$ cat src/rtl/watchdog_consts.svh
`ifndef WATCHDOG_CONSTS_SVH
`define WATCHDOG_CONSTS_SVH

// Timing
`define CLK_PERIOD_NS 4
`define WD_STEP_NS 550000
`define TRIG_PULSE_NS 32000
`define WD_STEP_CYC (`WD_STEP_NS / `CLK_PERIOD_NS)
`define TRIG_PULSE_CYC ((`TRIG_PULSE_NS + `CLK_PERIOD_NS - 1) / `CLK_PERIOD_NS)
`define RESET_HOLD_CYC 16

// Register byte addresses
`define ADDR_SAFETY_CFG 8'h00
`define ADDR_CTRL 8'h04
`define ADDR_WIN1 8'h08
`define ADDR_WIN2 8'h0c
`define ADDR_STATUS 8'h10
`define ADDR_QA 8'h14

// Field positions
`define CFG_RST_EN_BIT 3
`define CFG_QA_MODE_BIT 5
`define CTRL_DRV_REQ_BIT 0
`define CTRL_GO_ACTIVE_BIT 1
`define STAT_EARLY_BIT 0
`define STAT_TIMEOUT_BIT 1
`define STAT_FAIL_LSB 4
`define STAT_STATE_LSB 8

// Reset and limit values
`define FAIL_INIT 3'h5
`define FAIL_MAX 3'h7
`define FAIL_IN_RANGE_MAX 3'h4
`define FAIL_MIN 3'h0
`define WIN1_DEFAULT 7'h0a
`define WIN2_DEFAULT 5'h04

`endif

$ cat src/rtl/watchdog_pkg.sv
package watchdog_pkg;

    typedef enum logic [1:0] {st_reset, st_diag, st_active} dev_state_t;

    typedef enum logic {ph_closed, ph_open} win_phase_t;

endpackage

$ cat src/rtl/timing_if.sv
`timescale 1ns/1ps
`default_nettype none

interface timing_if;
    logic step_tick;
    logic trigger;

    modport timer (output step_tick);
    modport detect (output trigger);
    modport core (input step_tick, input trigger);
endinterface

`default_nettype wire

$ cat src/rtl/mcu_watchdog.sv
// How it works
// - Drive-enable output is forced low whenever the watchdog judges the MCU faulty.
// - Each entry from reset into diagnostic state starts in pulse-trigger mode.
// - In question-answer mode answers arrive as bus writes and are evaluated.
// - In question-answer mode the error monitor on the pin is allowed.
// - Fail count five or more: out of range, drive-enable held low.
// - Fail count four or less: in range; drive follows request and errors.
// - Fail counting is the same whether reset-enable is set or not.
// - Good event decrements fail count, stopping at zero.
// - Bad event increments fail count, stopping at seven.
// - Time-out increments fail count and sets status time-out flag, bit 1.
// - Fail count loads five on entering diagnostic and on going active.
// - Reset-enable and count seven: next bad or time-out resets the MCU.
// - Entering reset through the watchdog reloads the fail count to five.
// - Reset-enable set while count is seven enters reset at once.
// - Trigger is a rise then a fall more than 32 us later.
// - Response in closed window is bad, restarts sequence, sets early flag.
// - Response in open window is good, or bad for a wrong Q&A answer; either restarts the sequence.
// - No response by sequence end is a time-out; steps are 0.55 ms.
`include "watchdog_consts.svh"
`timescale 1ns/1ps
`default_nettype none

module mcu_watchdog #(
    parameter int unsigned STEP_CYC = `WD_STEP_CYC,
    parameter int unsigned PULSE_CYC = `TRIG_PULSE_CYC,
    parameter int unsigned RESET_HOLD = `RESET_HOLD_CYC
) (
    // Clock and reset
    input wire logic i_clk,
    input wire logic i_rst_n,
    // APB slave
    input wire logic i_psel,
    input wire logic i_penable,
    input wire logic i_pwrite,
    input wire logic [7:0] i_paddr,
    input wire logic [31:0] i_pwdata,
    output logic [31:0] o_prdata,
    output logic o_pready,
    output logic o_pslverr,
    // MCU side pins
    input wire logic i_mcu_error_trigger_in,
    input wire logic i_other_error,
    output logic o_drive_enable_out,
    output logic o_mcu_reset_out_n,
    output logic o_error_signal_monitor_en
);
    logic rst_meta_q;
    logic rst_n;
    logic trig_meta_q;
    logic trig_sync_q;
    logic restart;

    timing_if tif ();

    // Reset release
    always_ff @(posedge i_clk or negedge i_rst_n) begin
        if (!i_rst_n) begin
            rst_meta_q <= 1'b0;
            rst_n <= 1'b0;
        end else begin
            rst_meta_q <= 1'b1;
            rst_n <= rst_meta_q;
        end
    end

    // Pin synchroniser
    always_ff @(posedge i_clk or negedge rst_n) begin
        if (!rst_n) begin
            trig_meta_q <= 1'b0;
            trig_sync_q <= 1'b0;
        end else begin
            trig_meta_q <= i_mcu_error_trigger_in;
            trig_sync_q <= trig_meta_q;
        end
    end

    step_timer #(.STEP_CYC(STEP_CYC)) u_step (
        .i_clk(i_clk),
        .i_rst_n(rst_n),
        .i_restart(restart),
        .tif(tif.timer)
    );

    trigger_detect #(.PULSE_CYC(PULSE_CYC)) u_trig (
        .i_clk(i_clk),
        .i_rst_n(rst_n),
        .i_level(trig_sync_q),
        .tif(tif.detect)
    );

    // Register state
    watchdog_pkg::dev_state_t state_q, state_d;
    watchdog_pkg::win_phase_t phase_q, phase_d;
    logic [7:0] hold_q, hold_d;
    logic rst_en_q, rst_en_d;
    logic qa_mode_q, qa_mode_d;
    logic drv_req_q, drv_req_d;
    logic [6:0] win1_q, win1_d;
    logic [4:0] win2_q, win2_d;
    logic [6:0] step_q, step_d;
    logic [2:0] fail_q, fail_d;
    logic pend_good_q, pend_good_d;
    logic pend_bad_q, pend_bad_d;
    logic pend_to_q, pend_to_d;
    logic early_q, early_d;
    logic timeout_q, timeout_d;
    logic [3:0] question_q, question_d;
    logic drive_q, drive_d;
    logic mres_q, mres_d;
    logic [31:0] rdata_q, rdata_d;
    logic slverr_q, slverr_d;

    // Bus decode
    logic setup;
    logic access;
    logic wr;
    logic addr_ok;
    logic wr_cfg, wr_ctrl, wr_win1, wr_win2, wr_stat, wr_ans;
    assign setup = i_psel && !i_penable;
    assign access = i_psel && i_penable;
    assign wr = access && i_pwrite;
    assign addr_ok = (i_paddr == `ADDR_SAFETY_CFG) || (i_paddr == `ADDR_CTRL)
        || (i_paddr == `ADDR_WIN1) || (i_paddr == `ADDR_WIN2)
        || (i_paddr == `ADDR_STATUS) || (i_paddr == `ADDR_QA);
    assign wr_cfg = wr && (i_paddr == `ADDR_SAFETY_CFG);
    assign wr_ctrl = wr && (i_paddr == `ADDR_CTRL);
    assign wr_win1 = wr && (i_paddr == `ADDR_WIN1);
    assign wr_win2 = wr && (i_paddr == `ADDR_WIN2);
    assign wr_stat = wr && (i_paddr == `ADDR_STATUS);
    assign wr_ans = wr && (i_paddr == `ADDR_QA);
    assign o_pready = access;
    assign o_pslverr = access && slverr_q;
    assign o_prdata = rdata_q;

    // Event and update terms
    logic run, in_diag;
    logic resp, resp_ok, ans_ok;
    logic ev_good, ev_bad, ev_to;
    logic apply_good, apply_inc, apply_to;
    logic rst_en_rise, wd_reset;

    assign run = (state_q != watchdog_pkg::st_reset);
    assign in_diag = (state_q == watchdog_pkg::st_diag);
    assign ans_ok = (i_pwdata[7:0] == {~question_q, question_q});
    // Trigger pin counts only in trigger mode, bus answers only in Q&A mode
    assign resp = qa_mode_q ? wr_ans : tif.trigger;
    assign resp_ok = qa_mode_q ? ans_ok : 1'b1;
    assign rst_en_rise = wr_cfg && in_diag && i_pwdata[`CFG_RST_EN_BIT] && !rst_en_q;

    always_comb begin
        state_d = state_q;
        phase_d = phase_q;
        hold_d = hold_q;
        rst_en_d = rst_en_q;
        qa_mode_d = qa_mode_q;
        drv_req_d = drv_req_q;
        win1_d = win1_q;
        win2_d = win2_q;
        step_d = step_q;
        fail_d = fail_q;
        question_d = question_q;
        restart = 1'b0;
        ev_good = 1'b0;
        ev_bad = 1'b0;
        ev_to = 1'b0;
        early_d = early_q && !(wr_stat && i_pwdata[`STAT_EARLY_BIT]);
        timeout_d = timeout_q && !(wr_stat && i_pwdata[`STAT_TIMEOUT_BIT]);

        // Configuration writes
        if (wr_cfg && in_diag) begin
            rst_en_d = i_pwdata[`CFG_RST_EN_BIT];
            qa_mode_d = i_pwdata[`CFG_QA_MODE_BIT];
        end
        if (wr_ctrl) begin
            drv_req_d = i_pwdata[`CTRL_DRV_REQ_BIT];
        end
        if (wr_win1 && in_diag) begin
            win1_d = i_pwdata[6:0];
        end
        if (wr_win2 && in_diag) begin
            win2_d = i_pwdata[4:0];
        end

        // Window sequence
        if (run) begin
            if (wr_win1 || wr_win2) begin
                ev_bad = 1'b1;
                restart = 1'b1;
            end else if (resp) begin
                restart = 1'b1;
                if (phase_q == watchdog_pkg::ph_closed) begin
                    ev_bad = 1'b1;
                    early_d = 1'b1;
                end else if (resp_ok) begin
                    ev_good = 1'b1;
                    question_d = question_q + 4'h1;
                end else begin
                    ev_bad = 1'b1;
                end
            end else if (tif.step_tick) begin
                if (phase_q == watchdog_pkg::ph_closed) begin
                    if ({1'b0, step_q} + 8'h01 >= {1'b0, win1_q}) begin
                        phase_d = watchdog_pkg::ph_open;
                        step_d = 7'h00;
                    end else begin
                        step_d = step_q + 7'h01;
                    end
                end else if (step_q >= {2'b00, win2_q}) begin
                    ev_to = 1'b1;
                    timeout_d = 1'b1;
                    restart = 1'b1;
                end else begin
                    step_d = step_q + 7'h01;
                end
            end
        end
        if (restart) begin
            phase_d = watchdog_pkg::ph_closed;
            step_d = 7'h00;
        end

        // Queue events, apply one per cycle: time-out, bad, then good
        pend_to_d = pend_to_q || ev_to;
        pend_bad_d = pend_bad_q || ev_bad;
        pend_good_d = pend_good_q || ev_good;
        apply_to = pend_to_d;
        apply_inc = pend_to_d || pend_bad_d;
        apply_good = !apply_inc && pend_good_d;
        if (apply_to) begin
            pend_to_d = 1'b0;
        end else if (pend_bad_d) begin
            pend_bad_d = 1'b0;
        end else begin
            pend_good_d = 1'b0;
        end

        // Counting ignores the reset-enable bit
        if (apply_inc && fail_q != `FAIL_MAX) begin
            fail_d = fail_q + 3'h1;
        end else if (apply_good && fail_q != `FAIL_MIN) begin
            fail_d = fail_q - 3'h1;
        end

        wd_reset = run && (fail_q == `FAIL_MAX)
            && ((rst_en_q && apply_inc) || rst_en_rise);

        // Device state
        case (state_q)
            watchdog_pkg::st_reset: begin
                fail_d = `FAIL_INIT;
                pend_to_d = 1'b0;
                pend_bad_d = 1'b0;
                pend_good_d = 1'b0;
                hold_d = hold_q + 8'h01;
                if (hold_q == 8'(RESET_HOLD - 1)) begin
                    state_d = watchdog_pkg::st_diag;
                    fail_d = `FAIL_INIT;
                    qa_mode_d = 1'b0;
                    win1_d = `WIN1_DEFAULT;
                    win2_d = `WIN2_DEFAULT;
                    restart = 1'b1;
                    phase_d = watchdog_pkg::ph_closed;
                    step_d = 7'h00;
                end
            end
            watchdog_pkg::st_diag: begin
                if (wd_reset) begin
                    state_d = watchdog_pkg::st_reset;
                    hold_d = 8'h00;
                    fail_d = `FAIL_INIT;
                end else if (wr_ctrl && i_pwdata[`CTRL_GO_ACTIVE_BIT]) begin
                    state_d = watchdog_pkg::st_active;
                    fail_d = `FAIL_INIT;
                end
            end
            watchdog_pkg::st_active: begin
                if (wd_reset) begin
                    state_d = watchdog_pkg::st_reset;
                    hold_d = 8'h00;
                    fail_d = `FAIL_INIT;
                end
            end
            default: begin
                state_d = watchdog_pkg::st_reset;
                hold_d = 8'h00;
            end
        endcase

        // Outputs
        drive_d = run && (fail_q <= `FAIL_IN_RANGE_MAX) && drv_req_q
            && !i_other_error;
        mres_d = (state_d != watchdog_pkg::st_reset);

        // Read data captured in the setup phase
        rdata_d = rdata_q;
        slverr_d = slverr_q;
        if (setup) begin
            slverr_d = !addr_ok;
            rdata_d = 32'h0000_0000;
            case (i_paddr)
                `ADDR_SAFETY_CFG: begin
                    rdata_d[`CFG_RST_EN_BIT] = rst_en_q;
                    rdata_d[`CFG_QA_MODE_BIT] = qa_mode_q;
                end
                `ADDR_CTRL: rdata_d[`CTRL_DRV_REQ_BIT] = drv_req_q;
                `ADDR_WIN1: rdata_d[6:0] = win1_q;
                `ADDR_WIN2: rdata_d[4:0] = win2_q;
                `ADDR_STATUS: begin
                    rdata_d[`STAT_EARLY_BIT] = early_q;
                    rdata_d[`STAT_TIMEOUT_BIT] = timeout_q;
                    rdata_d[`STAT_FAIL_LSB +: 3] = fail_q;
                    rdata_d[`STAT_STATE_LSB +: 2] = state_q;
                end
                `ADDR_QA: rdata_d[3:0] = question_q;
                default: rdata_d = 32'h0000_0000;
            endcase
        end
    end

    always_ff @(posedge i_clk or negedge rst_n) begin
        if (!rst_n) begin
            state_q <= watchdog_pkg::st_reset;
            phase_q <= watchdog_pkg::ph_closed;
            hold_q <= 8'h00;
            rst_en_q <= 1'b0;
            qa_mode_q <= 1'b0;
            drv_req_q <= 1'b0;
            win1_q <= `WIN1_DEFAULT;
            win2_q <= `WIN2_DEFAULT;
            step_q <= 7'h00;
            fail_q <= `FAIL_INIT;
            pend_good_q <= 1'b0;
            pend_bad_q <= 1'b0;
            pend_to_q <= 1'b0;
            early_q <= 1'b0;
            timeout_q <= 1'b0;
            question_q <= 4'h0;
            drive_q <= 1'b0;
            mres_q <= 1'b0;
            rdata_q <= 32'h0000_0000;
            slverr_q <= 1'b0;
        end else begin
            state_q <= state_d;
            phase_q <= phase_d;
            hold_q <= hold_d;
            rst_en_q <= rst_en_d;
            qa_mode_q <= qa_mode_d;
            drv_req_q <= drv_req_d;
            win1_q <= win1_d;
            win2_q <= win2_d;
            step_q <= step_d;
            fail_q <= fail_d;
            pend_good_q <= pend_good_d;
            pend_bad_q <= pend_bad_d;
            pend_to_q <= pend_to_d;
            early_q <= early_d;
            timeout_q <= timeout_d;
            question_q <= question_d;
            drive_q <= drive_d;
            mres_q <= mres_d;
            rdata_q <= rdata_d;
            slverr_q <= slverr_d;
        end
    end

    assign o_drive_enable_out = drive_q;
    assign o_mcu_reset_out_n = mres_q;
    assign o_error_signal_monitor_en = qa_mode_q;
endmodule

`default_nettype wire

$ cat src/rtl/step_timer.sv
`timescale 1ns/1ps
`default_nettype none

module step_timer #(
    parameter int unsigned STEP_CYC = 137500
) (
    // Clock and reset
    input wire logic i_clk,
    input wire logic i_rst_n,
    // Control
    input wire logic i_restart,
    // Tick out
    timing_if.timer tif
);
    localparam int W = $clog2(STEP_CYC + 1);

    logic [W-1:0] cnt_q;
    logic [W-1:0] cnt_d;
    logic last;

    // One 0.55 ms step per wrap, realigned on each new sequence
    assign last = (cnt_q == W'(STEP_CYC - 1));
    assign tif.step_tick = last;

    always_comb begin
        if (i_restart || last) begin
            cnt_d = '0;
        end else begin
            cnt_d = cnt_q + W'(1);
        end
    end

    always_ff @(posedge i_clk or negedge i_rst_n) begin
        if (!i_rst_n) begin
            cnt_q <= '0;
        end else begin
            cnt_q <= cnt_d;
        end
    end
endmodule

`default_nettype wire

$ cat src/rtl/trigger_detect.sv
`timescale 1ns/1ps
`default_nettype none

module trigger_detect #(
    parameter int unsigned PULSE_CYC = 8000
) (
    // Clock and reset
    input wire logic i_clk,
    input wire logic i_rst_n,
    // Synchronised pin level
    input wire logic i_level,
    // Trigger out
    timing_if.detect tif
);
    localparam int W = $clog2(PULSE_CYC + 2);

    logic prev_q;
    logic prev_d;
    logic [W-1:0] high_q;
    logic [W-1:0] high_d;
    logic trig_q;
    logic trig_d;

    assign tif.trigger = trig_q;

    // Rise starts the count, fall after more than the pulse time is a trigger
    always_comb begin
        prev_d = i_level;
        high_d = high_q;
        trig_d = 1'b0;
        if (i_level && !prev_q) begin
            high_d = W'(1);
        end else if (i_level && high_q <= W'(PULSE_CYC)) begin
            high_d = high_q + W'(1);
        end
        if (!i_level && prev_q) begin
            trig_d = (high_q > W'(PULSE_CYC));
        end
    end

    always_ff @(posedge i_clk or negedge i_rst_n) begin
        if (!i_rst_n) begin
            prev_q <= 1'b0;
            high_q <= '0;
            trig_q <= 1'b0;
        end else begin
            prev_q <= prev_d;
            high_q <= high_d;
            trig_q <= trig_d;
        end
    end
endmodule

`default_nettype wire

$ cat config.mk
export PLATFORM = sky130hd
export DESIGN_NAME = mcu_watchdog
export DESIGN_NICKNAME = d
export VERILOG_FILES = /design/src/rtl/watchdog_pkg.sv /design/src/rtl/timing_if.sv /design/src/rtl/mcu_watchdog.sv /design/src/rtl/step_timer.sv /design/src/rtl/trigger_detect.sv
export VERILOG_INCLUDE_DIRS = /design/src /design/src/rtl
export SDC_FILE = /design/constraint.sdc
export NUM_CORES = 1
export LEC_CHECK = 0
export ABC_AREA = 1
export ABC_CLOCK_PERIOD_IN_PS = 2600
export BUFFER_PORTS_ARGS = -buffer_cell sky130_fd_sc_hd__buf_2
export CAP_MARGIN = 25
export CORE_MARGIN = 2
export CORE_UTILIZATION = 52
export DETAILED_ROUTE_END_ITERATION = 8
export PLACE_DENSITY = 0.8
export SETUP_SLACK_MARGIN = 0.1
export SLEW_MARGIN = 20
export SYNTH_ARGS = -nofsm -noshare
export SYNTH_HDL_FRONTEND = slang
export SYNTH_SLANG_ARGS = --single-unit
$ cat constraint.sdc
create_clock -name i_clk -period 2.6 [get_ports i_clk]
set_input_delay 0.13 -clock i_clk [delete_from_list [all_inputs] [get_ports i_clk]]
set_output_delay 0.13 -clock i_clk [all_outputs]
set_load 0.03 [all_outputs]
Word level (Yosys, flattened, before mapping)
Cells that the tools add are included.
{"block": "word_totals", "register_bits": 93, "output_inout_bits": 37, "word_cells": 206, "input_bits": 47}
{"block": "classes", "n_addsub": 8, "bitwise": 2, "n_lt_le_gt_ge": 5, "n_reduce_logical": 60, "eq_ne": 13, "n_mux": 91}
{"operator": "two-way mux 7 bit", "count": 13}
{"operator": "two-way mux 1 bit", "count": 51}
{"operator": "logical AND 1 bit", "count": 32}
{"operator": "two-way mux 13 bit", "count": 2}
{"operator": "== test 8 x 4 -> 1 bit, second input constant", "count": 3}
{"operator": "adder 18 x 1 -> 18 bit, second input constant", "count": 1}
{"operator": "== test 18 bit, second input constant", "count": 1}
{"operator": "two-way mux 18 bit", "count": 1}
{"operator": "== test 8 x 5 -> 1 bit, second input constant", "count": 2}
{"operator": "case mux 8 bit (2 select lines)", "count": 1}
{"operator": "two-way mux 3 bit", "count": 5}
{"operator": "two-way mux 5 bit", "count": 3}
{"operator": "adder 13 x 1 -> 13 bit, second input constant", "count": 1}
{"operator": "> comparator 13 bit, second input constant", "count": 1}
{"operator": "less-or-equal comparator 13 bit, second input constant", "count": 1}
{"operator": "logical OR 1 bit", "count": 11}
{"operator": "two-way mux 2 bit", "count": 5}
{"operator": "logical NOT 1 bit", "count": 9}
{"operator": "case mux 1 bit (3 select lines)", "count": 3}
{"operator": "case mux 3 bit (3 select lines)", "count": 1}
{"operator": "adder 7 x 1 -> 8 bit, second input constant", "count": 1}
{"operator": "adder 8 x 1 -> 8 bit, second input constant", "count": 1}
{"operator": "== test 8 x 3 -> 1 bit, second input constant", "count": 1}
{"operator": "== test 8 bit", "count": 1}
{"operator": "other kinds (25)", "count": 28}

Logic depth before layout (Yosys ltp)
{"block": "logic_depth", "depth_word": 18, "depth_mapped": 18, "depth_no_buf": 18}

Hierarchy
Synthesis repeated with hierarchy kept, for this count alone.
{"block": "hier_totals", "cells_unflattened": 800, "area_unflattened_um2": 6105.9}
{"module": "mcu_watchdog", "seq_area_each_um2": 1507.7, "area_per_inst_um2": 4042.6, "n_inst": 1, "cells_per_inst": 516}
{"module": "step_timer", "seq_area_each_um2": 450.4, "area_per_inst_um2": 1077.3, "n_inst": 1, "cells_per_inst": 143}
{"module": "trigger_detect", "seq_area_each_um2": 375.4, "area_per_inst_um2": 985.9, "n_inst": 1, "cells_per_inst": 141}

Worst setup path after synthesis
Ideal clock, no wire load.
{"block": "synth_timing", "kind": "register to register", "startpoint": "reg win2_q[2]", "endpoint": "reg hold_q[2]", "path_stages_with_launch": 16, "setup_ns": 0.122, "synth_period_minus_slack_ns": 2.094, "arrival_time_ns": 1.972, "slack_ns": 0.506, "path_buffers": 1, "required_time_ns": 2.478, "path_cell_list": "dfstp_2 -> inv_1 -> ha_1 -> nand3_1 -> nand2_1 -> nor2_1 -> o21ai_0 -> nand2_1 -> inv_1 -> nand2_2 -> nand4_1 -> nand2_2 -> nand2_4 -> buf_6 -> a21oi_2 -> nor2_2"}
{"block": "synth_between", "elab_chain_len": 12}
{"element": "from (decl)", "line": "mcu_watchdog.sv:100", "source": "logic [4:0] win2_q, win2_d;"}
{"element": "from (signal assigned)", "line": "mcu_watchdog.sv:330", "source": "win2_q <= `WIN2_DEFAULT;"}
{"element": "from (signal assigned)", "line": "mcu_watchdog.sv:351", "source": "win2_q <= win2_d;"}
{"element": "greater-or-equal comparator 7 x 5 -> 1 bit", "line": "mcu_watchdog.sv:209", "source": "end else if (step_q >= {2'b00, win2_q}) begin"}
{"element": "two-way mux 1 bit", "line": "mcu_watchdog.sv:209"}
{"element": "two-way mux 1 bit", "line": "mcu_watchdog.sv:202", "source": "if (phase_q == watchdog_pkg::ph_closed) begin"}
{"element": "two-way mux 1 bit", "line": "mcu_watchdog.sv:201", "source": "end else if (tif.step_tick) begin"}
{"element": "two-way mux 1 bit", "line": "mcu_watchdog.sv:190", "source": "end else if (resp) begin"}
{"element": "two-way mux 1 bit", "line": "mcu_watchdog.sv:187", "source": "if (wr_win1 || wr_win2) begin"}
{"element": "two-way mux 1 bit", "line": "mcu_watchdog.sv:186", "source": "if (run) begin"}
{"element": "logical OR 1 bit", "line": "mcu_watchdog.sv:228", "source": "apply_inc = pend_to_d || pend_bad_d;"}
{"element": "logical AND 1 bit", "line": "mcu_watchdog.sv:246", "source": "&& ((rst_en_q && apply_inc) || rst_en_rise);"}
{"element": "logical OR 1 bit", "line": "mcu_watchdog.sv:246"}
{"element": "logical AND 1 bit", "line": "mcu_watchdog.sv:245", "source": "wd_reset = run && (fail_q == `FAIL_MAX)"}
{"element": "inequality test 2 x 1 -> 1 bit (no source line)"}
{"element": "to (signal assigned)", "line": "mcu_watchdog.sv:346", "source": "hold_q <= hold_d;"}
{"element": "to (decl)", "line": "mcu_watchdog.sv:95", "source": "logic [7:0] hold_q, hold_d;"}
Every way passes these cells.
A chain may end at the register's enable or synchronous reset.

Final worst setup path
{"block": "layout_timing", "startpoint": "reg step_q[4]", "endpoint": "reg u_step.cnt_q[4]"}
{"block": "layout_between", "elab_chain_len": 11}
{"element": "from (decl)", "line": "mcu_watchdog.sv:101", "source": "logic [6:0] step_q, step_d;"}
{"element": "from (signal assigned)", "line": "mcu_watchdog.sv:352", "source": "step_q <= step_d;"}
{"element": "greater-or-equal comparator 7 x 5 -> 1 bit (*)", "line": "mcu_watchdog.sv:209"}
{"element": "two-way mux 1 bit (*)", "line": "mcu_watchdog.sv:209"}
{"element": "two-way mux 1 bit (*)", "line": "mcu_watchdog.sv:202"}
{"element": "two-way mux 1 bit (*)", "line": "mcu_watchdog.sv:201"}
{"element": "two-way mux 1 bit (*)", "line": "mcu_watchdog.sv:190"}
{"element": "two-way mux 1 bit (*)", "line": "mcu_watchdog.sv:187"}
{"element": "two-way mux 1 bit (*)", "line": "mcu_watchdog.sv:186"}
{"element": "two-way mux 1 bit", "line": "mcu_watchdog.sv:256", "source": "if (hold_q == 8'(RESET_HOLD - 1)) begin"}
{"element": "two-way mux 1 bit (*)", "line": "mcu_watchdog.sv:249", "source": "case (state_q)"}
{"element": "logical OR 1 bit (*)", "line": "step_timer.sv:26", "source": "if (i_restart || last) begin"}
{"element": "two-way mux 18 bit (*)", "line": "step_timer.sv:26"}
{"element": "named net u_step.cnt_d[4]", "line": "step_timer.sv:18", "source": "logic [W-1:0] cnt_d;"}
{"element": "to (signal assigned)", "line": "step_timer.sv:37", "source": "cnt_q <= cnt_d;"}
{"element": "to (decl)", "line": "step_timer.sv:17", "source": "logic [W-1:0] cnt_q;"}
The timed path passes the listed nets; every way through them passes the cells marked *.

==> impl_metrics.csv <==
group,metric,value,unit
routing,wirelength,11900,um
routing,vias,4805,
final_layout,design_area,0.00626,mm^2
grt,grt_pass1_wl,20300,um
clock_network,cts_buffer_depth,2,
floorplan,rows,38,
floorplan,core_area,0.0108,mm^2
timing,period_needed,2.38,ns
clock_network,cts_buffers,9,
timing,setup-violations-final,0,
routing,post-route-drc-count,0,
grt,antenna_found_initial,0,
power_and_ir_drop,ir_drop,331,uV
grt,grt_usage,0.218,
worst_setup_path,start_kind,"flip-flop",
timing,slew_headroom,0.619,
timing,fin_worst_skew,0.0131,ns
final_layout,drive_gt1_frac,0.153,
routing,vias_per_cell,5.19,
logic_synthesis,ys.flop_type,"dfrtp_1",
logic_synthesis,yosysUniqueCellTypes,47,
clock_network,clock-root-buffer,"clkbuf_8",
clock_network,cts_sinks,93,
clock_network,clk_pin_slew,0.10,ns
logic_synthesis,syn_area_per_cell,7.81,um^2
logic_synthesis,ys_seq_area_frac,0.409,
timing,slew_violations,0,
final_layout,area_growth,9.74,%
worst_setup_path,path_class,"reg2reg",
clock_network,clk_latency,0.39,ns
timing,fmax,420,MHz
timing,tightest_slew,0.572,ns
logic_synthesis,synthCells,730,
floorplan,fp.dieH,109,um
final_layout,num_antenna_cells,0,
floorplan,ios,84,
timing,rsz0062_at_grt,"true",
timing,fin_crit_sh,0.916,
power_and_ir_drop,p_per_area,408,mW/mm^2
clock_network,cts_max_level,3,
final_layout,fin_nets,854,
place,place_congestion,0.901,
logic_synthesis,synth_edf_count,0,
place,port-buffer-count,36,
floorplan,die_width,109,um
routing,dr.first_iter.drc_count,229,
worst_setup_path,cp.arrival,2.71,ns
worst_setup_path,end_kind,"flip-flop",
clock_network,cts_tree,"built",
timing,finalHoldViolations,0,
power_and_ir_drop,p_leak,0.00322,uW
worst_setup_path,worstPathRequired,2.92,ns
job,maxCapViolCount,0,
logic_synthesis,synthArstFlopShare,1.00,
logic_synthesis,yosys_warnings,0,
routing,routedWlPerCell,12.9,um
place,dpl_cell_area,0.00597,mm^2
grt,gr-total-overflow,0,
floorplan,die_area,0.0118,mm^2
logic_synthesis,synth-seq-cells,93,
grt,grt_max_degree,50,
worst_setup_path,rrSetupSlack,0.22,ns
place,place_hpwl,9020,um
worst_setup_path,cp_max_fo,6,
logic_synthesis,syn_area,0.00570,mm^2
grt,grt_pass1_vias,4580,
run_status,status,"finished, final reports clean",
routing,ant_nets,0,
timing,timing.setup.tns,0,ns
floorplan,initial_core_util,0.529,
min_path,hp-class,"in2reg",
routing,drt_first_pass_iters,5,
-- cell usage after synthesis, types with 3 or more instances --
| cell | number | area (um^2) |
|---|---|---|
| xnor2_1 | 3 | 26.3 |
| inv_1 | 115 | 432 |
| dfstp_2 | 5 | 131 |
| nand3_2 | 5 | 50.1 |
| nand2_1 | 141 | 529 |
| inv_2 | 6 | 22.5 |
| a31oi_1 | 4 | 25.0 |
| o2111ai_1 | 3 | 26.3 |
| nand3_1 | 49 | 245 |
| nor3_1 | 12 | 60.1 |
| dfrtp_1 | 88 | 2200 |
| o21ai_1 | 3 | 15.0 |
| ha_1 | 27 | 338 |
| nor2_2 | 7 | 43.8 |
| o31ai_1 | 5 | 37.5 |
| nor2_1 | 76 | 285 |
| xor2_1 | 17 | 149 |
| clkbuf_1 | 4 | 15.0 |
| o21ai_0 | 33 | 165 |
| buf_4 | 24 | 180 |
| nand2_2 | 8 | 50.1 |
| a21oi_1 | 42 | 210 |
| a221oi_1 | 3 | 26.3 |
| nand4_1 | 14 | 87.6 |
| nor2_4 | 4 | 45.0 |
-- state kept, by name, indices dropped and copies added (netlist names), 2 cells and up --
name,flops
win2_q,5
step_q,7
u_step.cnt_q,18
o_prdata,9
u_trig.high_q,13
win1_q,7
question_q,4
fail_q,3
state_q,2
hold_q,8
-- cells in the final DEF, fill, tap and decap left out, types with 4 or more instances in the layout --
master | synthesis | routed
clkbuf_8 | 0 | 9
nand2_2 | 8 | 9
o31ai_1 | 5 | 5
ha_1 | 27 | 26
nand3_1 | 49 | 48
conb_1 | 2 | 24
nand4_1 | 14 | 14
nor2_2 | 7 | 7
nor2_4 | 4 | 4
nor3_1 | 12 | 10
dfstp_2 | 5 | 5
nand2_1 | 141 | 140
inv_2 | 6 | 7
inv_1 | 115 | 114
o21ai_0 | 33 | 33
dfrtp_1 | 88 | 85
xor2_1 | 17 | 17
nor3_2 | 2 | 4
a21oi_1 | 42 | 41
nor2_1 | 76 | 76
a31oi_1 | 4 | 4
nand3_2 | 5 | 6
buf_4 | 24 | 7
buf_2 | 0 | 36
-- where the power goes --
group	internal [uW]	total (uW)	switching (uW)
Sequential	1460	1490	26.7
Combinational	44.6	177	132
Clock	350	889	539
-- final cells by class --
class | count | area (um^2)
Inverter | 122 | 458
Clock buffer | 9 | 124
Timing Repair Buffer | 47 | 283
Sequential cell | 93 | 2340
Tap cell | 140 | 175
Clock inverter | 7 | 51.3
Fill cell | 967 | 4530
Multi-Input combinational cell | 507 | 2830
-- path summary, 6_finish.rpt --
| kind | start | to | cells past startpoint |
|---|---|---|---|
| max | step_q[4] | u_step.cnt_q[4] | 12 |
| min | i_pwdata[2] | win2_q[2] | 3 |
| max reg2reg | step_q[4] | u_step.cnt_q[4] | 12 |
| min reg2reg | rst_n | o_drive_enable_out | 0 |
| max in group asynchronous | rst_n | fail_q[0] | 1 |
| min in group asynchronous | i_rst_n | rst_n | 2 |
-- metal layers --
metal,global-route usage,share of wire
met4,0.0934,0.022
met2,0.375,0.49
met5,0,0
met1,0.263,0.44
met3,0.0496,0.045
-- metrics by stage --
step	cells	worst slack, ns	hold slack (ns)	power, uW	utilization
floorplan	752	0.506	-0.166	1660	-
global placement	902	0.330	-0.0854	1690	0.553
detailed placement	902	0.287	-0.0839	1690	0.553
CTS	921	0.249	0.00220	2580	0.572
global route	925	0.00488	0.0386	2660	0.580
finish	925	0.219	0.0217	2550	0.580
-- logic make-up after synthesis --
logic type,Yosys count,synth area share
and+or+nand+nor,329,0.270
buffers and inverters,152,0.118
AOI/OAI and AO/OA,107,0.112
DFF,93,0.409
adders and majority gates,27,0.0592
xor gates and xnor gates,20,0.0307
other,2,0.00132
-- critical path: stages (launching register included) --
cell,delay [ns]
dfrtp_2,0.46
ha_1,0.31
nand2_1,0.06
nor3b_1,0.19
o21ai_0,0.14
nand2_1,0.18
nor2_1,0.07
nor2_1,0.16
nand3_2,0.11
o21bai_4,0.27
buf_4,0.17
nand3_1,0.07
a21oi_2,0.12
-- timing repair --
action	in CTS	in global routing
hold endpoints to repair	4	0
gates resized for setup	0	11
setup buffers	0	4
hold buffers	3	0
endpoints found under the setup margin	0	14
No activity file was read; power rests on OpenSTA's default activity.
